## src/hdl/adc_pkg.sv

```systemverilog
// package: register map, field layout and timing of the converter control block
// assumes: 8-bit registers on a 32-bit apb word each, one clock pclk
package adc_pkg;
    // ----------------------------------------------------------------
    // register indices and byte addresses
    // ----------------------------------------------------------------
    localparam logic [9:0] IDX_RESULT_LOW = 10'h020;
    localparam logic [9:0] IDX_RESULT_HIGH = 10'h021;
    localparam logic [9:0] IDX_CONTROL = 10'h022;
    localparam logic [9:0] IDX_CLOCK_SELECT = 10'h023;
    localparam logic [9:0] IDX_IRQ_STATUS = 10'h024;
    localparam logic [9:0] IDX_IRQ_MASK = 10'h025;
    localparam logic [11:0] ADDR_RESULT_LOW = {IDX_RESULT_LOW, 2'b00};
    localparam logic [11:0] ADDR_RESULT_HIGH = {IDX_RESULT_HIGH, 2'b00};
    localparam logic [11:0] ADDR_CONTROL = {IDX_CONTROL, 2'b00};
    localparam logic [11:0] ADDR_CLOCK_SELECT = {IDX_CLOCK_SELECT, 2'b00};
    localparam logic [11:0] ADDR_IRQ_STATUS = {IDX_IRQ_STATUS, 2'b00};
    localparam logic [11:0] ADDR_IRQ_MASK = {IDX_IRQ_MASK, 2'b00};

    // ----------------------------------------------------------------
    // control, clock select and result register field positions
    // ----------------------------------------------------------------
    localparam int CTRL_SEL_LSB = 0;
    localparam int CTRL_CFG_LSB = 3;
    localparam int CTRL_DONE_BIT = 6;
    localparam int CTRL_START_BIT = 7;
    localparam int CSEL_TEST_BIT = 7;
    localparam int RES_LOW_LSB = 4;

    // ----------------------------------------------------------------
    // reset values
    // ----------------------------------------------------------------
    localparam logic [7:0] CONTROL_RESET = 8'h40;
    localparam logic [2:0] CFG_NONE = 3'h0;

    // ----------------------------------------------------------------
    // conversion clock and timing
    // ----------------------------------------------------------------
    localparam logic [1:0] DIV_SEL_2 = 2'h0;
    localparam logic [1:0] DIV_SEL_8 = 2'h1;
    localparam logic [1:0] DIV_SEL_32 = 2'h2;
    localparam logic [4:0] DIV_LAST_2 = 5'h01;
    localparam logic [4:0] DIV_LAST_8 = 5'h07;
    localparam logic [4:0] DIV_LAST_32 = 5'h1f;
    localparam logic [6:0] TAPS_SAMPLE = 7'h20;
    localparam logic [6:0] TAPS_TOTAL = 7'h50;
    localparam logic [1:0] TAPS_PER_BIT_LAST = 2'h3;
    localparam int RESULT_W = 12;

    // ----------------------------------------------------------------
    // types
    // ----------------------------------------------------------------
    typedef struct packed {
        logic start;
        logic done_n;
        logic [2:0] pin_cfg;
        logic [2:0] in_sel;
    } ctrl_t;

    typedef struct packed {
        logic power_on;
        logic reset;
        logic sample;
        logic [1:0] channel;
    } core_ctl_t;

    typedef enum logic [1:0] {
        ST_IDLE,
        ST_ARMED,
        ST_SAMPLE,
        ST_CONVERT
    } conv_state_t;
endpackage

```

## src/hdl/adc_sequencer_control.sv

```systemverilog
// control logic of a four-input 12-bit successive-approximation converter
// assumes: apb master on pclk, analog core answering sar_compare for sar_trial
//
// Functional notes
// RL1: three-bit selector picks analog input 0..3
// RL2: config field assigns low port lines analog
// RL3: config zero keeps converter powered down
// RL4: analog lines lose digital function, converter on
// RL5: start rising resets converter, done flag high
// RL6: conversion begins after start 0-1-0
// RL7: conversion end clears active-low done flag
// RL8: conversion end raises converter interrupt request
// RL9: software holds start low until done
// RL10: after config change, software pulses start
// RL11: pulse not needed when config is zero
// RL12: result split high bits, low nibble up
// RL13: result registers are read-only
// RL14: clock select divides by 2, 8, 32
// RL15: software leaves clock select top bit alone
// RL16: clock select bits 2-6 read zero
// RL17: 80 conversion clocks, first 32 sample
// RL18: both result bytes update together at done
`timescale 1ns/1ps
module adc_sequencer_control (
    input wire logic pclk,
    input wire logic presetn,
    input wire logic psel,
    input wire logic penable,
    input wire logic pwrite,
    input wire logic [11:0] paddr,
    input wire logic [31:0] pwdata,
    output logic [31:0] prdata,
    output logic pready,
    output logic pslverr,
    input wire logic sar_compare,
    output logic [adc_pkg::RESULT_W-1:0] sar_trial,
    output adc_pkg::core_ctl_t core_ctl,
    output logic [3:0] analog_pin_en,
    output logic irq
);
    // ----------------------------------------------------------------
    // state
    // ----------------------------------------------------------------
    adc_pkg::ctrl_t ctrl_q;
    logic start_prev_q;
    logic [1:0] div_sel_q;
    logic test_q;
    logic [adc_pkg::RESULT_W-1:0] result_q;
    logic irq_status_q;
    logic irq_mask_q;
    logic [4:0] div_cnt_q;
    logic [6:0] tap_q;
    logic [3:0] bit_idx_q;
    adc_pkg::conv_state_t state_q;
    logic ready_q;
    logic [31:0] rdata_q;
    logic slverr_q;

    logic wr;
    logic start_rise;
    logic start_fall;
    logic tick;
    logic [4:0] div_last;
    logic slot_end;
    logic conv_end;
    logic mapped;
    logic [7:0] rd_byte;
    logic [3:0] pin_en_d;

    assign wr = psel & penable & pwrite & ready_q;
    assign start_rise = ctrl_q.start & ~start_prev_q;
    assign start_fall = ~ctrl_q.start & start_prev_q;

    // ----------------------------------------------------------------
    // apb slave: no wait states, registered answer
    // ----------------------------------------------------------------
    always_comb begin
        mapped = 1'b1;
        rd_byte = 8'h00;
        case (paddr)
            adc_pkg::ADDR_RESULT_LOW: begin
                rd_byte = {result_q[3:0], 4'h0}; // RL12
            end
            adc_pkg::ADDR_RESULT_HIGH: begin
                rd_byte = result_q[adc_pkg::RESULT_W-1:adc_pkg::RES_LOW_LSB]; // RL12
            end
            adc_pkg::ADDR_CONTROL: begin
                rd_byte = ctrl_q;
            end
            adc_pkg::ADDR_CLOCK_SELECT: begin
                rd_byte = {test_q, 5'h00, div_sel_q}; // RL16
            end
            adc_pkg::ADDR_IRQ_STATUS: begin
                rd_byte = {7'h00, irq_status_q};
            end
            adc_pkg::ADDR_IRQ_MASK: begin
                rd_byte = {7'h00, irq_mask_q};
            end
            default: begin
                mapped = 1'b0;
            end
        endcase
    end

    always_ff @(posedge pclk or negedge presetn) begin
        if (!presetn) begin
            ready_q <= 1'b0;
        end else begin
            ready_q <= psel & ~penable;
        end
    end

    always_ff @(posedge pclk or negedge presetn) begin
        if (!presetn) begin
            rdata_q <= 32'h0000_0000;
        end else if (psel & ~penable) begin
            rdata_q <= pwrite ? 32'h0000_0000 : {24'h00_0000, rd_byte};
        end
    end

    always_ff @(posedge pclk or negedge presetn) begin
        if (!presetn) begin
            slverr_q <= 1'b0;
        end else if (psel & ~penable) begin
            slverr_q <= ~mapped;
        end else if (ready_q) begin
            slverr_q <= 1'b0;
        end
    end

    // ----------------------------------------------------------------
    // control register
    // ----------------------------------------------------------------
    always_ff @(posedge pclk or negedge presetn) begin
        if (!presetn) begin
            start_prev_q <= 1'b0;
        end else begin
            start_prev_q <= ctrl_q.start;
        end
    end

    always_ff @(posedge pclk or negedge presetn) begin
        if (!presetn) begin
            ctrl_q <= adc_pkg::CONTROL_RESET;
        end else begin
            if (wr && paddr == adc_pkg::ADDR_CONTROL) begin
                ctrl_q.start <= pwdata[adc_pkg::CTRL_START_BIT];
                ctrl_q.pin_cfg <= pwdata[adc_pkg::CTRL_CFG_LSB +: 3]; // RL2
                ctrl_q.in_sel <= pwdata[adc_pkg::CTRL_SEL_LSB +: 3]; // RL1
            end
            if (start_rise) begin
                ctrl_q.done_n <= 1'b1; // RL5
            end else if (conv_end) begin
                ctrl_q.done_n <= 1'b0; // RL7
            end
        end
    end

    // ----------------------------------------------------------------
    // clock select register
    // ----------------------------------------------------------------
    always_ff @(posedge pclk or negedge presetn) begin
        if (!presetn) begin
            div_sel_q <= adc_pkg::DIV_SEL_2;
        end else if (wr && paddr == adc_pkg::ADDR_CLOCK_SELECT) begin
            div_sel_q <= pwdata[1:0]; // RL14
        end
    end

    always_ff @(posedge pclk or negedge presetn) begin
        if (!presetn) begin
            test_q <= 1'b0;
        end else if (wr && paddr == adc_pkg::ADDR_CLOCK_SELECT) begin
            test_q <= pwdata[adc_pkg::CSEL_TEST_BIT];
        end
    end

    // ----------------------------------------------------------------
    // conversion clock divider
    // ----------------------------------------------------------------
    always_comb begin
        case (div_sel_q)
            adc_pkg::DIV_SEL_2: div_last = adc_pkg::DIV_LAST_2; // RL14
            adc_pkg::DIV_SEL_8: div_last = adc_pkg::DIV_LAST_8; // RL14
            adc_pkg::DIV_SEL_32: div_last = adc_pkg::DIV_LAST_32; // RL14
            default: div_last = adc_pkg::DIV_LAST_32;
        endcase
    end

    assign tick = (div_cnt_q >= div_last);

    always_ff @(posedge pclk or negedge presetn) begin
        if (!presetn) begin
            div_cnt_q <= 5'h00;
        end else if (tick || state_q == adc_pkg::ST_IDLE || state_q == adc_pkg::ST_ARMED) begin
            div_cnt_q <= 5'h00;
        end else begin
            div_cnt_q <= div_cnt_q + 5'h01;
        end
    end

    // ----------------------------------------------------------------
    // conversion sequencer
    // ----------------------------------------------------------------
    assign slot_end = tick && state_q == adc_pkg::ST_CONVERT
        && (tap_q[1:0] == adc_pkg::TAPS_PER_BIT_LAST);
    assign conv_end = slot_end && (tap_q == adc_pkg::TAPS_TOTAL - 7'h01) && !start_rise;

    always_ff @(posedge pclk or negedge presetn) begin
        if (!presetn) begin
            state_q <= adc_pkg::ST_IDLE;
            tap_q <= 7'h00;
        end else if (start_rise) begin
            state_q <= adc_pkg::ST_ARMED; // RL5
            tap_q <= 7'h00;
        end else begin
            case (state_q)
                adc_pkg::ST_IDLE: begin
                    tap_q <= 7'h00;
                end
                adc_pkg::ST_ARMED: begin
                    tap_q <= 7'h00;
                    if (start_fall) begin
                        state_q <= adc_pkg::ST_SAMPLE; // RL6
                    end
                end
                adc_pkg::ST_SAMPLE: begin
                    if (tick) begin
                        tap_q <= tap_q + 7'h01;
                        if (tap_q == adc_pkg::TAPS_SAMPLE - 7'h01) begin
                            state_q <= adc_pkg::ST_CONVERT; // RL17
                        end
                    end
                end
                adc_pkg::ST_CONVERT: begin
                    if (tick) begin
                        tap_q <= tap_q + 7'h01;
                    end
                    if (conv_end) begin
                        state_q <= adc_pkg::ST_IDLE; // RL17
                    end
                end
                default: begin
                    state_q <= adc_pkg::ST_IDLE;
                end
            endcase
        end
    end

    // ----------------------------------------------------------------
    // successive approximation, four taps per bit
    // ----------------------------------------------------------------
    always_ff @(posedge pclk or negedge presetn) begin
        if (!presetn) begin
            sar_trial <= '0;
        end else if (state_q == adc_pkg::ST_SAMPLE) begin
            sar_trial <= {1'b1, {(adc_pkg::RESULT_W-1){1'b0}}};
        end else if (slot_end) begin
            sar_trial[bit_idx_q] <= sar_compare;
            if (bit_idx_q != 4'h0) begin
                sar_trial[bit_idx_q - 4'h1] <= 1'b1;
            end
        end
    end

    always_ff @(posedge pclk or negedge presetn) begin
        if (!presetn) begin
            bit_idx_q <= 4'h0;
        end else if (state_q == adc_pkg::ST_SAMPLE) begin
            bit_idx_q <= 4'(adc_pkg::RESULT_W - 1);
        end else if (slot_end && bit_idx_q != 4'h0) begin
            bit_idx_q <= bit_idx_q - 4'h1;
        end
    end

    // ----------------------------------------------------------------
    // result registers, read-only
    // ----------------------------------------------------------------
    always_ff @(posedge pclk or negedge presetn) begin
        if (!presetn) begin
            result_q <= '0;
        end else if (conv_end) begin
            result_q <= {sar_trial[adc_pkg::RESULT_W-1:1], sar_compare}; // RL18 RL13
        end
    end

    // ----------------------------------------------------------------
    // interrupt status and mask
    // ----------------------------------------------------------------
    always_ff @(posedge pclk or negedge presetn) begin
        if (!presetn) begin
            irq_status_q <= 1'b0;
        end else if (conv_end) begin
            irq_status_q <= 1'b1; // RL8
        end else if (wr && paddr == adc_pkg::ADDR_IRQ_STATUS && pwdata[0]) begin
            irq_status_q <= 1'b0;
        end
    end

    always_ff @(posedge pclk or negedge presetn) begin
        if (!presetn) begin
            irq_mask_q <= 1'b0;
        end else if (wr && paddr == adc_pkg::ADDR_IRQ_MASK) begin
            irq_mask_q <= pwdata[0];
        end
    end

    always_ff @(posedge pclk or negedge presetn) begin
        if (!presetn) begin
            irq <= 1'b0;
        end else begin
            irq <= (irq_status_q | conv_end) & irq_mask_q; // RL8
        end
    end

    // ----------------------------------------------------------------
    // pin assignment and core control
    // ----------------------------------------------------------------
    generate
        for (genvar i = 0; i < 4; i++) begin : g_pin
            assign pin_en_d[i] = ctrl_q.pin_cfg[2] || (ctrl_q.pin_cfg[1:0] > 2'(i)); // RL2
        end
    endgenerate

    always_ff @(posedge pclk or negedge presetn) begin
        if (!presetn) begin
            analog_pin_en <= 4'h0;
        end else begin
            analog_pin_en <= pin_en_d; // RL4
        end
    end

    always_ff @(posedge pclk or negedge presetn) begin
        if (!presetn) begin
            core_ctl <= '0;
        end else begin
            core_ctl.power_on <= (ctrl_q.pin_cfg != adc_pkg::CFG_NONE); // RL3 RL4
            core_ctl.reset <= start_rise; // RL5
            core_ctl.sample <= (state_q == adc_pkg::ST_SAMPLE); // RL17
            core_ctl.channel <= ctrl_q.in_sel[1:0]; // RL1
        end
    end

    assign prdata = rdata_q;
    assign pready = ready_q;
    assign pslverr = slverr_q;
endmodule

```

## config.mk

```make
export PLATFORM = sky130hd
export DESIGN_NAME = adc_sequencer_control
export DESIGN_NICKNAME = d
export VERILOG_FILES = /design/src/hdl/adc_pkg.sv /design/src/hdl/adc_sequencer_control.sv
export SDC_FILE = /design/constraint.sdc
export NUM_CORES = 1
export LEC_CHECK = 0
export ABC_AREA = 1
export BUFFER_PORTS_ARGS = -buffer_cell sky130_fd_sc_hd__clkbuf_2
export CORE_AREA = 2 2 89 91
export CTS_CLUSTER_DIAMETER = 40
export DETAILED_ROUTE_END_ITERATION = 10
export DIE_AREA = 0 0 91 93
export PLACE_DENSITY = 0.83
export SLEW_MARGIN = 20
export SYNTH_ARGS = -nofsm -noshare
export SYNTH_HDL_FRONTEND = slang
export SYNTH_SLANG_ARGS = --single-unit
```

## constraint.sdc

```tcl
create_clock -name pclk -period 3.6 [get_ports pclk]
set_clock_uncertainty 0.15 [all_clocks]
set_input_delay 0.72 -clock pclk [delete_from_list [all_inputs] [get_ports pclk]]
set_output_delay 0.72 -clock pclk [all_outputs]
set_load 0.02 [all_outputs]
```

==> out/qor.csv <==
stage;metric;value;unit
floorplan;core;7527;um2
layout;fin_nets;615;
timing;drv_slew;0;
pwr;total_leakage_power;2.376;nW
synth;netlist_instances;494;
routing;routedWlPerCell;12.90;um
clock_network;cts_resized;0;
synth;async_flop_share;1.000;
worst_hold_path;worstHoldStart;ctrl_q[5];
routing;dr.pass1.iters;4;
synth;synth-seq-area-share;0.4544;
timing;tightestPinTransition;0.9256;ns
timing;setup_viol;0;
outcome;outcome;finished clean;
clock_network;clockBufferDepth;2;
worst_setup_path;setup.worst_path.start_class;flop;
worst_hold_path;worstHoldPathType;reg -> reg;
synth;synth_flop_cell;dfrtp_1;
floorplan;die-height;93;um
clock_network;postCtsSetupBuffers;0;
pwr;peakVddDrop;0.1872;mV
clock_network;cts_tree;yes;
clock_network;clock_latency;0.35;ns
global_route;grt_max_degree;76;
layout;final_area;4568;um2
worst_setup_path;arrival;2.20;ns
clock_network;clk_pin_slew;0.08;ns
run;drv_cap;0;
clock_network;clkSinkCount;75;
routing;ant_nets;0;
layout;diodes;0;
synth;synth_area;4133;um2
layout;fillCellCount;699;
worst_setup_path;r2r_start;div_sel_q[1];
synth;synth-edff-count;0;
timing;hold_viol;0;
global_route;antenna_found_initial;0;
timing;slew_headroom;0.3829;
timing;fin_hold_ws;0.2643;ns
global_route;grt_pass1_wl;14370;um
global_route;track_usage;0.2109;
timing;rsz0062_at_grt;false;
timing;fin_crit;2.108;ns
clock_network;postCtsHoldBufs;0;
timing;tns;0;ns
placement;dpl_cell_area;4400;um2
synth;avgSynthCellArea;8.366;um2
worst_setup_path;critPathMaxFanout;15;
routing;drt_iter0_drc;152;
worst_setup_path;crit_type;reg -> reg;
global_route;gr-total-overflow;0;
clock_network;cts_made_buffers;9;
placement;portBuffers;56;
floorplan;die-area;8463;um2
synth;synth_cell_type_count;43;
floorplan;start_util;0.5490;
pwr;p_per_area;382.5;nW/um2
floorplan;pin_count;106;
floorplan;die_w;91;um
routing;dr_total_vias;3398;
placement;gp_congestion;0.8875;
floorplan;rows;32;
synth;ys_ff_latch;75;
global_route;grt_pass1_vias;3223;
routing;routed_via_density;5.148;
synth;yosys_warnings;0;
clock_network;cts-root-buf;clkbuf_8;
worst_setup_path;worst_setup_path_end_kind;flop;
routing;wirelength;8516;um
placement;hpwl;6374;um
layout;area_growth;10.54;%
worst_setup_path;crit_required;3.70;ns
layout;multi_input_area;1896;um2
routing;drc_errors;0;
layout;drive_above_1_share;0.2079;
timing;finalCritPeriodShare;0.5855;
worst_setup_path;startpoint;div_sel_q[1];
clock_network;htreeDepth;3;
timing;fmax;474.5;MHz
layout;ff_latch_area;1878;um2
cells in the final DEF, fill, tap and decap left out, drive strengths merged:
cell type / Yosys / routed
nand2: 132 / 132
dfrtp: 74 / 74
clkbuf: 1 / 65
inv: 54 / 54
nor2: 50 / 50
o21ai: 45 / 45
nand3: 43 / 43
conb: 1 / 24
a21oi: 12 / 12
ha: 11 / 11
nand4: 8 / 8
o211ai: 5 / 5
mux2: 4 / 4
mux2i: 4 / 4
clkinv: 1 / 4
o22ai: 3 / 3
nor3: 3 / 3
xor2: 2 / 2
and3: 2 / 2
clkinvlp: 0 / 2
buf: 30 / 2
xnor2: 1 / 1
or2: 1 / 1
o21a: 1 / 1
o2bb2ai: 1 / 1
a31oi: 1 / 1
a22o: 1 / 1
o31ai: 1 / 1
o21bai: 1 / 1
dfstp: 1 / 1
sequential cells by signal, indices dropped and copies added (netlist names):
name / flops
div_cnt_q: 5
ctrl_q: 8
irq_status_q: 1
test_q: 1
pslverr: 1
irq_mask_q: 1
prdata: 8
core_ctl: 4
state_q: 2
analog_pin_en: 4
sar_trial: 12
pready: 1
start_prev_q: 1
bit_idx_q: 4
tap_q: 7
div_sel_q: 2
irq: 1
result_q: 12
final timing paths:
path / endpoint / slack [ns] / depth (start not counted)
worst max-delay path: result_q[0] / 1.49 / 11
worst min-delay path: analog_pin_en[3] / 0.26 / 0
worst max register to register: result_q[0] / 1.49 / 11
worst min register to register: analog_pin_en[3] / 0.26 / 0
max in group asynchronous: bit_idx_q[0] / 2.34 / 1
min in group asynchronous: core_ctl[0] / 0.34 / 1
worst max-delay path, stage by stage (launching register included):
cell	delay (ns)
dfrtp_1	0.41
inv_1	0.08
ha_1	0.29
nand2_1	0.06
nor2_1	0.11
nand2_1	0.07
nand2_2	0.21
nand3_4	0.16
nor2_8	0.23
inv_4	0.11
nand2_1	0.09
o21ai_2	0.05
where the power goes:
group	leakage [nW]	internal, mW	total (mW)	switching, mW
logic	1.31	0.0758	0.278	0.202
registers	0.982	0.867	0.894	0.0271
clock network	0.0839	0.261	0.575	0.314
logic make-up after synthesis:
kind of cell,Yosys count,synth area share
other,1,0.0009074
AO/OA/AOI/OAI,71,0.09931
XOR/XNOR,3,0.006359
AND/OR/NAND/NOR,239,0.2737
multiplexers,8,0.02422
adder cells (fa/ha/maj),11,0.03330
buffers and inverters,86,0.1078
flip-flops,75,0.4544
stage by stage:
stage               cells  utilization  setup slack, ns  power, mW
floorplan             517            -            1.727      1.111
global placement      645       0.5846            1.449      1.177
detailed placement    645       0.5846            1.386      1.187
CTS                   660       0.6069            1.455      1.756
global route          660       0.6069            1.287      1.827
finish                660       0.6069            1.492      1.747
per-layer routing:
metal | GRT usage | vias up | share of wire | wire length [um]
met4 | 0.07955 | 0 | 0.010 | 87
met2 | 0.3630 | 109 | 0.50 | 4295
met5 | 0 | - | 0 | 0
li1 | - | 1683 | - | -
met3 | 0.04835 | 11 | 0.057 | 488
met1 | 0.2599 | 1595 | 0.43 | 3645
cell usage after synthesis, types with 2 or more instances:
master	instances	share of area
nand3_1	41	0.050
o21ai_2	3	0.0064
nor2_8	3	0.015
o211ai_1	5	0.0091
xor2_1	2	0.0042
nor3_2	2	0.0048
nand4_1	8	0.012
o21ai_1	20	0.024
nand2_2	7	0.011
mux2i_1	4	0.0097
nand2_4	2	0.0054
nor2_4	2	0.0054
a21oi_1	12	0.015
dfrtp_1	74	0.45
nor2_2	7	0.011
nand3_4	2	0.0085
ha_1	11	0.033
inv_1	44	0.040
mux2_4	4	0.015
inv_2	9	0.0082
and3_1	2	0.0030
nor2_1	38	0.035
nand2_1	123	0.11
o22ai_1	3	0.0045
buf_6	3	0.0082
o21ai_0	21	0.025
buf_4	26	0.047
area by class of cell:
type | count | area share
multi-input cells | 356 | 0.4150
flip-flops and latches | 75 | 0.4111
repair buffers | 57 | 0.06354
inverters | 55 | 0.04574
clock buffers | 10 | 0.03013
well taps | 102 | 0.02794
clock inverters | 5 | 0.006574
Power figures use the tool's default switching activity.
